[config.mk]
export PLATFORM = sky130hd
export DESIGN_NAME = cell_port_slave_flat
export DESIGN_NICKNAME = d
export VERILOG_FILES = /design/src/cell_port_pkg.sv /design/src/cell_link_if.sv /design/src/cell_port_slave.sv /design/src/cell_port_master.sv /design/src/flat_wrapper.sv
export SDC_FILE = /design/constraint.sdc
export NUM_CORES = 1
export LEC_CHECK = 0
export BUFFER_PORTS_ARGS = -buffer_cell sky130_fd_sc_hd__buf_4
export CAP_MARGIN = 0
export CORE_MARGIN = 2
export CORE_UTILIZATION = 45
export DETAILED_ROUTE_END_ITERATION = 8
export GPL_TIMING_DRIVEN = 0
export HOLD_SLACK_MARGIN = 0.12
export SETUP_SLACK_MARGIN = 0.02
export SYNTH_ARGS = -nofsm -noshare
export SYNTH_HDL_FRONTEND = slang
export SYNTH_HIERARCHICAL = 1
export SYNTH_SLANG_ARGS = --single-unit
[constraint.sdc]
create_clock -name core_clk -period 3.5 [get_ports core_clk]
set_clock_uncertainty 0.1 [all_clocks]
set_input_delay 0.875 -clock core_clk [delete_from_list [all_inputs] [get_ports core_clk]]
set_output_delay 0.875 -clock core_clk [all_outputs]
set_load 0.02 [all_outputs]
[src/cell_port_pkg.sv]
// shared constants, state codes and helpers for both ends of the cell link
// assumes one core clock of 100 MHz on both ends and a single cell length
package cell_port_pkg;
	timeunit 1ns;
	timeprecision 1ns;
	localparam int BYTE_W = 8;
	localparam int ADDR_W = 5;
	localparam int CELL_BYTES = 12;
	localparam int FIFO_DEPTH = 16;
	localparam int LVL_W = $clog2(FIFO_DEPTH + 1);
	localparam int CNT_W = 5;
	localparam int CORE_CLK_PERIOD_NS = 10;
	localparam int LINK_CLK_PERIOD_NS = 80;
	localparam int LINK_HALF_CYCLES = LINK_CLK_PERIOD_NS / (2 * CORE_CLK_PERIOD_NS);
	localparam int LINK_DIV_W = $clog2(LINK_HALF_CYCLES);
	localparam int POLL_WAIT_FALLS = 2;

	typedef enum logic [0:0] {
		PORT_IDLE = 1'b0,
		PORT_BUSY = 1'b1
	} port_state_t;

	typedef enum logic [1:0] {
		MOVE_POLL = 2'b00,
		MOVE_CHECK = 2'b01,
		MOVE_XFER = 2'b11
	} move_state_t;

	function automatic logic last_byte(input logic [CNT_W-1:0] cnt);
		return cnt == CNT_W'(CELL_BYTES - 1);
	endfunction

	function automatic logic [CNT_W-1:0] wait_done(input logic [CNT_W-1:0] cnt);
		return (cnt == CNT_W'(POLL_WAIT_FALLS - 1)) ? '0 : cnt + 1'b1;
	endfunction
endpackage

[src/cell_link_if.sv]
// pin bundle between the cell master and the cell slave
// the slave's cell-available flags are three-state; an undriven flag reads low here
interface cell_link_if import cell_port_pkg::*; ();
	timeunit 1ns;
	timeprecision 1ns;
	logic tx_link_clock;
	logic [BYTE_W-1:0] tx_cell_byte_bus;
	logic tx_cell_ready_flag_o;
	logic tx_cell_ready_flag_oe;
	logic tx_cell_ready_flag;
	logic tx_enable_n;
	logic tx_start_of_cell;
	logic [ADDR_W-1:0] tx_slave_select_addr;
	logic rx_link_clock;
	logic rx_space_ready_flag_o;
	logic rx_space_ready_flag_oe;
	logic rx_space_ready_flag;
	logic rx_enable_n;
	logic rx_start_of_cell;
	logic [BYTE_W-1:0] rx_cell_byte_bus;
	logic [ADDR_W-1:0] rx_slave_select_addr;

	// external pulldown on the shared flag wires
	assign tx_cell_ready_flag = tx_cell_ready_flag_oe & tx_cell_ready_flag_o;
	assign rx_space_ready_flag = rx_space_ready_flag_oe & rx_space_ready_flag_o;

	modport slave (
		input tx_link_clock, tx_enable_n, tx_slave_select_addr,
		input rx_link_clock, rx_enable_n, rx_start_of_cell, rx_cell_byte_bus,
		input rx_slave_select_addr,
		output tx_cell_byte_bus, tx_cell_ready_flag_o, tx_cell_ready_flag_oe,
		output tx_start_of_cell, rx_space_ready_flag_o, rx_space_ready_flag_oe
	);

	modport master (
		output tx_link_clock, tx_enable_n, tx_slave_select_addr,
		output rx_link_clock, rx_enable_n, rx_start_of_cell, rx_cell_byte_bus,
		output rx_slave_select_addr,
		input tx_cell_byte_bus, tx_cell_ready_flag, tx_start_of_cell, rx_space_ready_flag
	);
endinterface

[src/cell_port_slave.sv]
// cell slave end: byte fifos on the user side, polled cell port on the link side
// assumes link clocks come from the master, much slower than core_clk
module cell_port_slave import cell_port_pkg::*; (
	input wire logic core_clk,
	input wire logic rstn,
	input wire logic cell_port_enable_strap,
	input wire logic [ADDR_W-1:0] own_slave_addr,
	input wire logic user_tx_valid,
	output logic user_tx_ready,
	input wire logic [BYTE_W-1:0] user_tx_data,
	output logic user_rx_valid,
	input wire logic user_rx_ready,
	output logic [BYTE_W-1:0] user_rx_data,
	cell_link_if.slave link
);
	timeunit 1ns;
	timeprecision 1ns;
	localparam int PIN_W = 6 + BYTE_W + 2 * ADDR_W;

	typedef struct packed {
		logic [PIN_W-1:0] pin_s1;
		logic [PIN_W-1:0] pin_s2;
		logic tx_clk_d;
		logic rx_clk_d;
		port_state_t tx_state;
		port_state_t rx_state;
		logic [CNT_W-1:0] tx_cnt;
		logic [CNT_W-1:0] rx_cnt;
		logic tx_sel;
		logic rx_sel;
		logic [BYTE_W-1:0] tx_byte;
		logic tx_soc;
		logic tx_clav;
		logic tx_clav_oe;
		logic rx_clav;
		logic rx_clav_oe;
		logic tx_pop;
		logic rx_push;
		logic [BYTE_W-1:0] rx_byte;
	} slave_state_t;

	slave_state_t st_r;
	slave_state_t st_nxt;
	logic strap_s, tx_clk_s, rx_clk_s, tx_en_n_s, rx_en_n_s, rx_soc_s;
	logic [BYTE_W-1:0] rx_data_s;
	logic [ADDR_W-1:0] rx_addr_s;
	logic [ADDR_W-1:0] tx_addr_s;
	logic tx_match;
	logic rx_match;
	logic tx_head_valid;
	logic [BYTE_W-1:0] tx_head;
	logic [LVL_W-1:0] tx_level;
	logic rx_in_ready;
	logic [LVL_W-1:0] rx_level;

	function automatic logic [ADDR_W-1:0] gate_addr(input logic [ADDR_W-1:0] a,
		input logic en);
		return en ? a : '0;
	endfunction

	assign {strap_s, tx_clk_s, rx_clk_s, tx_en_n_s, rx_en_n_s, rx_soc_s, rx_data_s,
		rx_addr_s, tx_addr_s} = st_r.pin_s2;

	always_comb
	begin
		st_nxt = st_r;
		// every pin, the link clocks included, passes two flops first
		st_nxt.pin_s1 = {cell_port_enable_strap, link.tx_link_clock, link.rx_link_clock,
			link.tx_enable_n, link.rx_enable_n, link.rx_start_of_cell, link.rx_cell_byte_bus,
			link.rx_slave_select_addr, link.tx_slave_select_addr};
		st_nxt.pin_s2 = st_r.pin_s1;
		st_nxt.tx_clk_d = tx_clk_s;
		st_nxt.rx_clk_d = rx_clk_s;
		st_nxt.tx_pop = 1'b0;
		st_nxt.rx_push = 1'b0;
		tx_match = gate_addr(tx_addr_s, strap_s) == own_slave_addr;
		rx_match = gate_addr(rx_addr_s, strap_s) == own_slave_addr;
		if (!strap_s)
		begin
			st_nxt.tx_state = PORT_IDLE;
			st_nxt.rx_state = PORT_IDLE;
			st_nxt.tx_cnt = '0;
			st_nxt.rx_cnt = '0;
			st_nxt.tx_sel = 1'b0;
			st_nxt.rx_sel = 1'b0;
			st_nxt.tx_byte = '0;
			st_nxt.tx_soc = 1'b0;
			st_nxt.tx_clav = 1'b0;
			st_nxt.tx_clav_oe = 1'b0;
			st_nxt.rx_clav = 1'b0;
			st_nxt.rx_clav_oe = 1'b0;
		end
		else
		begin
			// transmit path on its own clock edges
			if (tx_clk_s && !st_r.tx_clk_d)
			begin
				if (tx_en_n_s)
					st_nxt.tx_sel = tx_match;
				unique case (st_r.tx_state)
					PORT_IDLE:
					begin
						if (!tx_en_n_s && st_r.tx_sel && st_r.tx_clav)
						begin
							st_nxt.tx_byte = tx_head;
							st_nxt.tx_soc = 1'b1;
							st_nxt.tx_pop = 1'b1;
							st_nxt.tx_cnt = CNT_W'(1);
							st_nxt.tx_state = PORT_BUSY;
						end
					end
					PORT_BUSY:
					begin
						if (!tx_en_n_s && tx_head_valid)
						begin
							st_nxt.tx_byte = tx_head;
							st_nxt.tx_soc = 1'b0;
							st_nxt.tx_pop = 1'b1;
							if (last_byte(st_r.tx_cnt))
							begin
								st_nxt.tx_cnt = '0;
								st_nxt.tx_state = PORT_IDLE;
							end
							else
								st_nxt.tx_cnt = st_r.tx_cnt + 1'b1;
						end
					end
				endcase
				st_nxt.tx_clav_oe = tx_match;
				// whole cell queued; stays low one edge after a cell while pops settle
				st_nxt.tx_clav = tx_match && st_r.tx_state == PORT_IDLE &&
					st_nxt.tx_state == PORT_IDLE && tx_level >= LVL_W'(CELL_BYTES);
			end
			// receive path timed from master clock
			if (rx_clk_s && !st_r.rx_clk_d)
			begin
				if (rx_en_n_s)
					st_nxt.rx_sel = rx_match;
				if (!rx_en_n_s && st_r.rx_sel && rx_in_ready)
				begin
					unique case (st_r.rx_state)
						PORT_IDLE:
						begin
							if (rx_soc_s && st_r.rx_clav)
							begin
								st_nxt.rx_byte = rx_data_s;
								st_nxt.rx_push = 1'b1;
								st_nxt.rx_cnt = CNT_W'(1);
								st_nxt.rx_state = PORT_BUSY;
							end
						end
						PORT_BUSY:
						begin
							st_nxt.rx_byte = rx_data_s;
							st_nxt.rx_push = 1'b1;
							if (last_byte(st_r.rx_cnt))
							begin
								st_nxt.rx_cnt = '0;
								st_nxt.rx_state = PORT_IDLE;
							end
							else
								st_nxt.rx_cnt = st_r.rx_cnt + 1'b1;
						end
					endcase
				end
				st_nxt.rx_clav_oe = rx_match;
				st_nxt.rx_clav = rx_match && st_r.rx_state == PORT_IDLE &&
					st_nxt.rx_state == PORT_IDLE &&
					(LVL_W'(FIFO_DEPTH) - rx_level) >= LVL_W'(CELL_BYTES);
			end
		end
	end

	always_ff @(posedge core_clk or negedge rstn)
	begin
		if (!rstn)
			st_r <= '0;
		else
			st_r <= st_nxt;
	end

	cell_fifo #(.WIDTH(BYTE_W), .DEPTH(FIFO_DEPTH)) tx_fifo (
		.core_clk(core_clk),
		.rstn(rstn),
		.in_valid(user_tx_valid),
		.in_ready(user_tx_ready),
		.in_data(user_tx_data),
		.out_valid(tx_head_valid),
		.out_ready(st_r.tx_pop),
		.out_data(tx_head),
		.level(tx_level)
	);

	// a full rx fifo holds the space flag low, which stalls the master
	cell_fifo #(.WIDTH(BYTE_W), .DEPTH(FIFO_DEPTH)) rx_fifo (
		.core_clk(core_clk),
		.rstn(rstn),
		.in_valid(st_r.rx_push),
		.in_ready(rx_in_ready),
		.in_data(st_r.rx_byte),
		.out_valid(user_rx_valid),
		.out_ready(user_rx_ready),
		.out_data(user_rx_data),
		.level(rx_level)
	);

	assign link.tx_cell_byte_bus = st_r.tx_byte;
	assign link.tx_start_of_cell = st_r.tx_soc;
	assign link.tx_cell_ready_flag_o = st_r.tx_clav;
	assign link.tx_cell_ready_flag_oe = st_r.tx_clav_oe;
	assign link.rx_space_ready_flag_o = st_r.rx_clav;
	assign link.rx_space_ready_flag_oe = st_r.rx_clav_oe;
endmodule

[src/cell_port_master.sv]
// cell master end: makes both link clocks, polls one slave, moves whole cells
// also holds the byte fifo that the slave end instantiates twice
// assumes the slave answers within half a link period of a rising link edge
module cell_fifo #(
	parameter int WIDTH = 8,
	parameter int DEPTH = 16
) (
	input wire logic core_clk,
	input wire logic rstn,
	input wire logic in_valid,
	output logic in_ready,
	input wire logic [WIDTH-1:0] in_data,
	output logic out_valid,
	input wire logic out_ready,
	output logic [WIDTH-1:0] out_data,
	output logic [$clog2(DEPTH+1)-1:0] level
);
	timeunit 1ns;
	timeprecision 1ns;
	localparam int PTR_W = $clog2(DEPTH);
	localparam int LEV_W = $clog2(DEPTH + 1);

	typedef struct packed {
		logic [DEPTH-1:0][WIDTH-1:0] mem;
		logic [PTR_W-1:0] wr_ptr;
		logic [PTR_W-1:0] rd_ptr;
		logic [LEV_W-1:0] level;
		logic in_ready;
		logic out_valid;
		logic [WIDTH-1:0] head;
	} fifo_state_t;

	fifo_state_t st_r;
	fifo_state_t st_nxt;
	logic push;
	logic pop;

	// flags and head are registered so both sides see flop outputs
	always_comb
	begin
		st_nxt = st_r;
		push = in_valid && st_r.in_ready;
		pop = out_ready && st_r.out_valid;
		if (push)
		begin
			st_nxt.mem[st_r.wr_ptr] = in_data;
			st_nxt.wr_ptr = st_r.wr_ptr + 1'b1;
		end
		if (pop)
			st_nxt.rd_ptr = st_r.rd_ptr + 1'b1;
		st_nxt.level = st_r.level + LEV_W'(push) - LEV_W'(pop);
		st_nxt.in_ready = st_nxt.level != LEV_W'(DEPTH);
		st_nxt.out_valid = st_nxt.level != '0;
		st_nxt.head = st_nxt.mem[st_nxt.rd_ptr];
	end

	always_ff @(posedge core_clk or negedge rstn)
	begin
		if (!rstn)
			st_r <= '0;
		else
			st_r <= st_nxt;
	end

	assign in_ready = st_r.in_ready;
	assign out_valid = st_r.out_valid;
	assign out_data = st_r.head;
	assign level = st_r.level;
endmodule


[src/flat_wrapper.sv]
// flat-port wrapper written by rule: the top's interface ports become plain ports
module cell_port_slave_flat import cell_port_pkg::*;
  (core_clk, rstn, cell_port_enable_strap, own_slave_addr, user_tx_valid, user_tx_ready, user_tx_data, user_rx_valid, user_rx_ready, user_rx_data, link_tx_link_clock, link_tx_enable_n, link_tx_slave_select_addr, link_rx_link_clock, link_rx_enable_n, link_rx_start_of_cell, link_rx_cell_byte_bus, link_rx_slave_select_addr, link_tx_cell_byte_bus, link_tx_cell_ready_flag_o, link_tx_cell_ready_flag_oe, link_tx_start_of_cell, link_rx_space_ready_flag_o, link_rx_space_ready_flag_oe);
  cell_link_if link_i ();
  input wire logic core_clk;
  input wire logic rstn;
  input wire logic cell_port_enable_strap;
  input wire logic [ADDR_W-1:0] own_slave_addr;
  input wire logic user_tx_valid;
  output logic user_tx_ready;
  input wire logic [BYTE_W-1:0] user_tx_data;
  output logic user_rx_valid;
  input wire logic user_rx_ready;
  output logic [BYTE_W-1:0] user_rx_data;
  input wire logic [$bits(link_i.tx_link_clock)-1:0] link_tx_link_clock;
  input wire logic [$bits(link_i.tx_enable_n)-1:0] link_tx_enable_n;
  input wire logic [$bits(link_i.tx_slave_select_addr)-1:0] link_tx_slave_select_addr;
  input wire logic [$bits(link_i.rx_link_clock)-1:0] link_rx_link_clock;
  input wire logic [$bits(link_i.rx_enable_n)-1:0] link_rx_enable_n;
  input wire logic [$bits(link_i.rx_start_of_cell)-1:0] link_rx_start_of_cell;
  input wire logic [$bits(link_i.rx_cell_byte_bus)-1:0] link_rx_cell_byte_bus;
  input wire logic [$bits(link_i.rx_slave_select_addr)-1:0] link_rx_slave_select_addr;
  output wire logic [$bits(link_i.tx_cell_byte_bus)-1:0] link_tx_cell_byte_bus;
  output wire logic [$bits(link_i.tx_cell_ready_flag_o)-1:0] link_tx_cell_ready_flag_o;
  output wire logic [$bits(link_i.tx_cell_ready_flag_oe)-1:0] link_tx_cell_ready_flag_oe;
  output wire logic [$bits(link_i.tx_start_of_cell)-1:0] link_tx_start_of_cell;
  output wire logic [$bits(link_i.rx_space_ready_flag_o)-1:0] link_rx_space_ready_flag_o;
  output wire logic [$bits(link_i.rx_space_ready_flag_oe)-1:0] link_rx_space_ready_flag_oe;
  assign link_i.tx_link_clock = link_tx_link_clock;
  assign link_i.tx_enable_n = link_tx_enable_n;
  assign link_i.tx_slave_select_addr = link_tx_slave_select_addr;
  assign link_i.rx_link_clock = link_rx_link_clock;
  assign link_i.rx_enable_n = link_rx_enable_n;
  assign link_i.rx_start_of_cell = link_rx_start_of_cell;
  assign link_i.rx_cell_byte_bus = link_rx_cell_byte_bus;
  assign link_i.rx_slave_select_addr = link_rx_slave_select_addr;
  assign link_tx_cell_byte_bus = link_i.tx_cell_byte_bus;
  assign link_tx_cell_ready_flag_o = link_i.tx_cell_ready_flag_o;
  assign link_tx_cell_ready_flag_oe = link_i.tx_cell_ready_flag_oe;
  assign link_tx_start_of_cell = link_i.tx_start_of_cell;
  assign link_rx_space_ready_flag_o = link_i.rx_space_ready_flag_o;
  assign link_rx_space_ready_flag_oe = link_i.rx_space_ready_flag_oe;
  cell_port_slave u_core (.core_clk(core_clk), .rstn(rstn), .cell_port_enable_strap(cell_port_enable_strap), .own_slave_addr(own_slave_addr), .user_tx_valid(user_tx_valid), .user_tx_ready(user_tx_ready), .user_tx_data(user_tx_data), .user_rx_valid(user_rx_valid), .user_rx_ready(user_rx_ready), .user_rx_data(user_rx_data), .link(link_i));
endmodule
# Word level (Yosys, flattened, before mapping)
# Index checks and enable logic that the tools add are counted.
# classes
addsub	11
n_mul	0
div_mod_pow	0
order_cmp	8
eq_ne	15
n_shift	0
mux	58
bitwise_logic	4
n_reduce_logical	31
# ops
op	n
$mux W132	2
$bwmux W128	2
$bmux W8 S4	2
$demux W8 S4	2
$mux W5	10
$mux W9	5
$pmux W9 S2	2
$mux W8	4
$mux W27	1
$logic_and A1 B1 Y1	20
$lt A4 B5 Y1 const B	4
$pmux W5 S2	2
$mux W1	18
$add A4 B1 Y4 const B	4
$mux W11	1
$add A5 B1 Y5	2
$add A5 B1 Y5 const B	2
$eq A5 B4 Y1 const B	2
$eq A5 B5 Y1	2
$ge A5 B4 Y1 const B	2
$mux W10	1
$ne A2 B2 Y1 const B	5
$ne A5 B5 Y1 const B	2
$reduce_bool A5 Y1	2
13 further kinds	28
# word_totals
ff_bits	389
latchBits	0
ram_bits	0
rom_bits	0
elab_cells	190
n_memories	0

# Depth between registers and ports, before layout
# Gate-level depths: netlist of the first run.
# depth
ltp_word	12
ltp_mapped	12

# Modules after synthesis
# Netlist of the first run, hierarchy kept.
# modules_own_cells
mod	instances	cells_per_inst	area_per_inst_um2	seq_area_each_um2
cell_fifo (u_core.rx_fifo)	1	687	7920.1	3778.6
cell_fifo (u_core.tx_fifo)	1	701	7688.6	3778.6
cell_port_slave	1	216	3178.0	2177.1

# Worst setup path before layout of the first run
# OpenSTA, ideal clock, no wires.
# synth_path
kind	input to register
startpoint	input user_rx_ready
endpoint	register u_core.rx_fifo.st_r, in the netlist u_core/rx_fifo/out_data[4]
setup_time_ns	0.144
t_arrival_ns	2.458
path_slack_ns	0.799
cell_stages	9
cell_sequence	buf_4 -> and3b_1 -> buf_6 -> nor2_8 -> buf_6 -> buf_2 -> mux2_2 -> a211oi_1 -> o32ai_1
# synth_lines
item	line_no	source
from (decl)	flat_wrapper.sv:13	input wire logic user_rx_ready;
to (signal assigned)	cell_port_master.sv:62	st_r <= st_nxt;
to (decl)	cell_port_master.sv:33	fifo_state_t st_r;

==> qor.txt, run 1 <==
Critical path buffer and inverter count: 2
Worst r2r path cells: 9
Critical path, cell by cell: inv_1 -> ha_1 -> nand3_2 -> nor2_1 -> buf_2 -> o32ai_1 -> a211oi_1 -> o21ai_0 -> a211oi_1
Clk_lat worst skew: 580 ps
Pleak: 9.78 nW
Outcome: completed
Die W: 208 µm
Clk root buf: clkbuf_16
Launch point of the worst reg-to-reg path: u_core/tx_fifo/st_r[19]$_DFFE_PN0N_
First-pass GRT wire length: 81,600 µm
Initial antenna violation count: 1
HPWL after detailed placement: 36,000 µm
Vias in the first global route: 13,700
Die height: 208 µm
Hold WC Path Type: in -> async
RSZ-0062 raised after global routing: false
Num rows: 74
Fill count: 3,600
Pins over their slew limit: 0
Pin count of the biggest net entering global routing: 119
Worst-path clk slew: 60 ps
Worst EP arrival: 3520 ps
Hold-fix buffer count after cts: 0
Max-cap violations: 0
Setup Buffers After CTS: 0
Starting Density: 0.458
1st-pass router iterations: 5
WL final: 52,000 µm
Worst VDD drop: 0.000399 V
Synthesized Nets: 1,665
Multi-input logic area: 7970 µm²
ANT nets after route: 0
CTS sink cnt: 389
Mapped cell area: 18,800 µm²
GR Util All Layers: 0.243
DP Cell Count: 2,194
Mapped Cells: 1,602
Storage element area: 9730 µm²
Power density over the cells: 752 nW/µm²
Req. time, crit path: 3810 ps
Die Footprint: 43,400 µm²
Post-Syn Area per Cell: 11.7 µm²
CP max stage cell: nor2_1
CP endpoint kind: flop
Startpoint types: flop
Boundary Pins: 64
Core ar.: 41,000 µm²
DR iter-0 viols: 1,092
Actual slew at the worst max-slew pin: 868 ps
Vias: 13,400
Critical path class: reg -> reg
Final setup viols: 0
Total gr overflow: 0
Synth warnings: 6
CTS tree: done
CTS Buf Count: 44
Worst hold margin: 133 ps
Reg2Reg Capture Point: u_core/tx_fifo/out_data[5]$_DFF_PN0_
H-tree depth: 2
Max incr delay on CP: 520 ps
Avg Vias per Cell: 5.88
Final Cycle Share: 0.919
CP top delay family: compound AO/OA/AOI/OAI gates
Most common cell on crit path: a211oi_1
Maximum clock rate: 311 MHz
Max-Slew Margin vs Limit: 0.417
Setup TNS: 0 ps
DRC: 0
Final std cells w/o fill: 2,274
Max clock buf depth: 3
Ant. Diodes: 0
WL/cell: 22.9 µm
Final net count: 1,771
Port buffer count: 57
Share of cells above drive strength 1: 0.275
Post-cts resize count: 0
Area Overhead vs Synth: 14.0%
Crit Path Max Fanout: 10
Reg2reg setup slack: 280 ps
Final Hold Vio Count: 0
GPL Wtd Cong: 0.963
Crit path time final: 3220 ps
[routing by layer]
metal	GRT usage	vias to the layer above	wire length, µm
li1	-	6064	-
met1	0.340	6817	23700
met2	0.383	406	23700
met3	0.0382	92	3060
met4	0.0843	2	1530
met5	0	-	9
[area by class of cell]
cell class | count | area share
flip-flops and latches | 389 | 0.455
clock inverters | 17 | 0.00725
plain buffers | 137 | 0.0369
repair buffers | 60 | 0.0242
well taps | 532 | 0.0311
multi-input cells | 1004 | 0.372
inverters | 72 | 0.0129
clock buffers | 63 | 0.0605
[cell usage in the layout (no fill, tap or decap), drive strengths merged, types with 16 or more instances in the layout]
cell type,count
a211oi,24
a21oi,48
a22o,24
a32o,17
buf,143
clkbuf,117
dfrtp,389
ha,20
inv,70
mux2,209
mux2i,32
nand2,74
nand3,29
nor2,87
nor3,61
nor4,16
o21ai,76
o31ai,21
o32ai,22
[power breakdown]
group / internal (mW) / total, mW / switching, mW / leakage [nW]
registers: 5.45 / 5.91 / 0.464 / 5.05
clock network: 2.72 / 4.60 / 1.88 / 0.718
logic: 2.32 / 5.59 / 3.27 / 4.01
[flip-flops by register name, indices dropped and copies added (netlist names), 5 cells and up]
name and cells:
u_core/tx_fifo/level 5, u_core/rx_addr_s 5, u_core/rx_data_s 8, u_core/link.tx_cell_byte_bus 8, u_core/tx_fifo/st_r 136, u_core/rx_fifo/st_r 136, u_core/rx_fifo/level 5, u_core/tx_fifo/out_data 8
u_core/st_nxt 25, u_core/rx_fifo/out_data 8, u_core/st_r 33
[worst max path at each step]
stage / end / slack (ps) / from / depth (start not counted)
2_1_floorplan: u_core/rx_fifo/out_data[4]$_DFF_PN0_ / 800 / user_rx_ready / 9
3_3_place_gp: u_core/rx_fifo/st_r[127]$_DFF_PN0_ / -2310 / rstn / 1
3_5_place_dp: u_core/tx_fifo/out_data[5]$_DFF_PN0_ / 20 / user_tx_valid / 8
4_1_cts: u_core/tx_fifo/out_data[5]$_DFF_PN0_ / 300 / u_core/tx_fifo/st_r[19]$_DFFE_PN0N_ / 9
5_1_grt: u_core/tx_fifo/out_data[5]$_DFF_PN0_ / 140 / u_core/tx_fifo/st_r[19]$_DFFE_PN0N_ / 9
6_report: u_core/tx_fifo/out_data[5]$_DFF_PN0_ / 280 / u_core/tx_fifo/st_r[19]$_DFFE_PN0N_ / 9
[through the flow]
step                utilization  cell area, µm²  worst slack, ps  total power, mW
floorplan                     -           18800              799             9.76
global placement          0.484           19900            -2310             11.4
detailed placement        0.487           20000             22.6             11.5
CTS                       0.522           21400              297             16.2
global route              0.522           21400              137             16.9
finish                    0.522           21400              284             16.1
[worst register-to-register path: cells and delay by family, from the launching register on]
kind | cells | cell delay [ps]
adders and majority gates | 1 | 170
buffers and inverters | 2 | 450
DFF | 1 | 440
and+or+nand+nor | 2 | 820
AOI/OAI and AO/OA | 4 | 1080
Power figures use the tool's default switching activity.
==> inputs of run 2 (changes only) <==
- MAX_ROUTING_LAYER: unset -> met4
==> run 2 against run 1 <==
Fmax is 0.52% lower; largest power group unchanged; via count is 1.2% higher; first-iteration DRC count is 8.2% higher; non-clock buffer count is 1 higher; global-route usage is 0.55 points higher; routed wire length is 0.63% lower; flip-flop and latch count stayed put; combinational power hardly changed; critical path type unchanged; critical path depth stayed put; sequential share of layout area is 0.27 points lower; critical endpoint unchanged; final area is 0.61% higher; largest cell class unchanged; die area stayed put.
==> qor.txt, run 2 (same netlist as run 1, synthesis figures left out) <==
Outcome: completed
WHS Path Cells: 0
Total gr overflow: 0
Vias in the first global route: 13,600
Setup Buffers After CTS: 0
Worst hold margin: 246 ps
Avg Vias per Cell: 5.95
Power density over the cells: 763 nW/µm²
Worst-path clk slew: 60 ps
CTS sink cnt: 389
Hold wc startpoint: u_core/st_nxt[43]$_DFF_PN0_
HPWL after detailed placement: 35,300 µm
Pre-CTS setup slack: -35.2 ps
CTS tree: done
Req. time, crit path: 3810 ps
GR Util All Layers: 0.248
Max-cap violations: 0
Worst VDD drop: 0.000509 V
Max clock buf depth: 3
Starting Density: 0.458
First-pass GRT wire length: 81,100 µm
Maximum clock rate: 309 MHz
CTS Buf Count: 43
WL/cell: 22.7 µm
GPL Wtd Cong: 0.949
Hold WC Path Type: reg -> reg
CP endpoint kind: flop
Commonest non-fill, non-tap cells in the layout: dfrtp_1 (389), mux2_2 (194), buf_4 (93)
H-tree depth: 2
Pins over their slew limit: 0
Vias: 13,500
Largest regs: u_core/rx_fifo/st_r x136, u_core/tx_fifo/st_r x136, u_core/st_r x33
Hold-fix buffer count after cts: 1
Pleak: 9.84 nW
Ant. Diodes: 0
Boundary Pins: 64
Share of cells above drive strength 1: 0.275
Num rows: 74
Final Cycle Share: 0.924
Post-cts resize count: 0
Area Overhead vs Synth: 14.7%
Final Hold Vio Count: 0
Crit Path Max Fanout: 10
Reg2Reg Capture Point: u_core/tx_fifo/out_data[5]$_DFF_PN0_
Crit path time final: 3230 ps
Worst setup margin: 268 ps
Actual slew at the worst max-slew pin: 865 ps
Reg2reg setup slack: 270 ps
Setup TNS: 0 ps
Final setup viols: 0
Worst r2r path cells: 9
ANT nets after route: 0
Launch point of the worst reg-to-reg path: u_core/tx_fifo/st_r[19]$_DFFE_PN0N_
Clk_lat worst skew: 580 ps
Clk root buf: clkbuf_16
Die Footprint: 43,400 µm²
Cell area after layout: 21,500 µm²
Max-Slew Margin vs Limit: 0.419
DR iter-0 viols: 1,182
Startpoint types: flop
Final net count: 1,771
Core ar.: 41,000 µm²
Pin count of the biggest net entering global routing: 126
Worst EP arrival: 3540 ps
Total power: 16.4 mW
Commonest non-fill, non-tap cell in the layout: dfrtp_1
Hold Path End: u_core/st_r[43]$_DFF_PN0_
Critical path class: reg -> reg
DRC: 0
Port buffer count: 57
DP Area: 20,000 µm²
Initial antenna violation count: 0
Die height: 208 µm
WL final: 51,700 µm
1st-pass router iterations: 5
Die W: 208 µm
RSZ-0062 raised after global routing: false
[run 2: cell types whose count changed in the layout (fill, tap and decap cells not counted), sizes merged]
cell / before / now
clkbuf: 117 / 119
dlygate4sd3: 0 / 1
clkinv: 15 / 8
inv: 70 / 71
bufinv: 2 / 6
[run 2: where the power goes]
group / total [mW] / internal, mW / switching [mW]
registers: 5.91 / 5.45 / 0.466
clock network: 4.94 / 3.06 / 1.88
logic: 5.59 / 2.32 / 3.26
total: 16.4 / 10.8 / 5.61
[run 2: routing by layer]
layer	part of all wire	track usage
met1	0.44	0.337
met2	0.45	0.374
met3	0.071	0.0472
met4	0.031	0.0829
met5	0	-
[run 2: area by class of cell]
type	instances	area, µm²
Buffer	137	791
Clock buffer	65	1320
Clock inverter	15	249
Fill cell	3613	19500
Inverter	72	277
Multi-Input combinational cell	1004	7970
Sequential cell	389	9730
Tap cell	532	666
Timing Repair Buffer	61	528
[run 2: worst max-delay path by stage]
| stage | from | end | slack (ps) |
|---|---|---|---|
| 2_1_floorplan | user_rx_ready | u_core/rx_fifo/out_data[4]$_DFF_PN0_ | 800 |
| 3_3_place_gp | rstn | u_core/rx_fifo/st_r[122]$_DFF_PN0_ | -2340 |
| 3_5_place_dp | user_tx_valid | u_core/tx_fifo/out_data[5]$_DFF_PN0_ | -40 |
| 4_1_cts | u_core/tx_fifo/st_r[19]$_DFFE_PN0N_ | u_core/tx_fifo/out_data[5]$_DFF_PN0_ | 270 |
| 5_1_grt | u_core/tx_fifo/st_r[19]$_DFFE_PN0N_ | u_core/tx_fifo/out_data[5]$_DFF_PN0_ | 140 |
| 6_report | u_core/tx_fifo/st_r[19]$_DFFE_PN0N_ | u_core/tx_fifo/out_data[5]$_DFF_PN0_ | 270 |
[run 2: per-stage QoR]
stage	util	cells
after floorplan	-	1602
after global placement	0.484	2191
after detailed placement	0.487	2194
after CTS	0.525	2275
after global routing	0.525	2275
final	0.525	2275
[run 2: critical path, stage by stage (launching register included)]
cell	delay, ps
dfrtp_1	450
inv_1	110
ha_1	160
nand3_2	280
nor2_1	520
buf_2	330
o32ai_1	150
a211oi_1	320
o21ai_0	160
a211oi_1	480
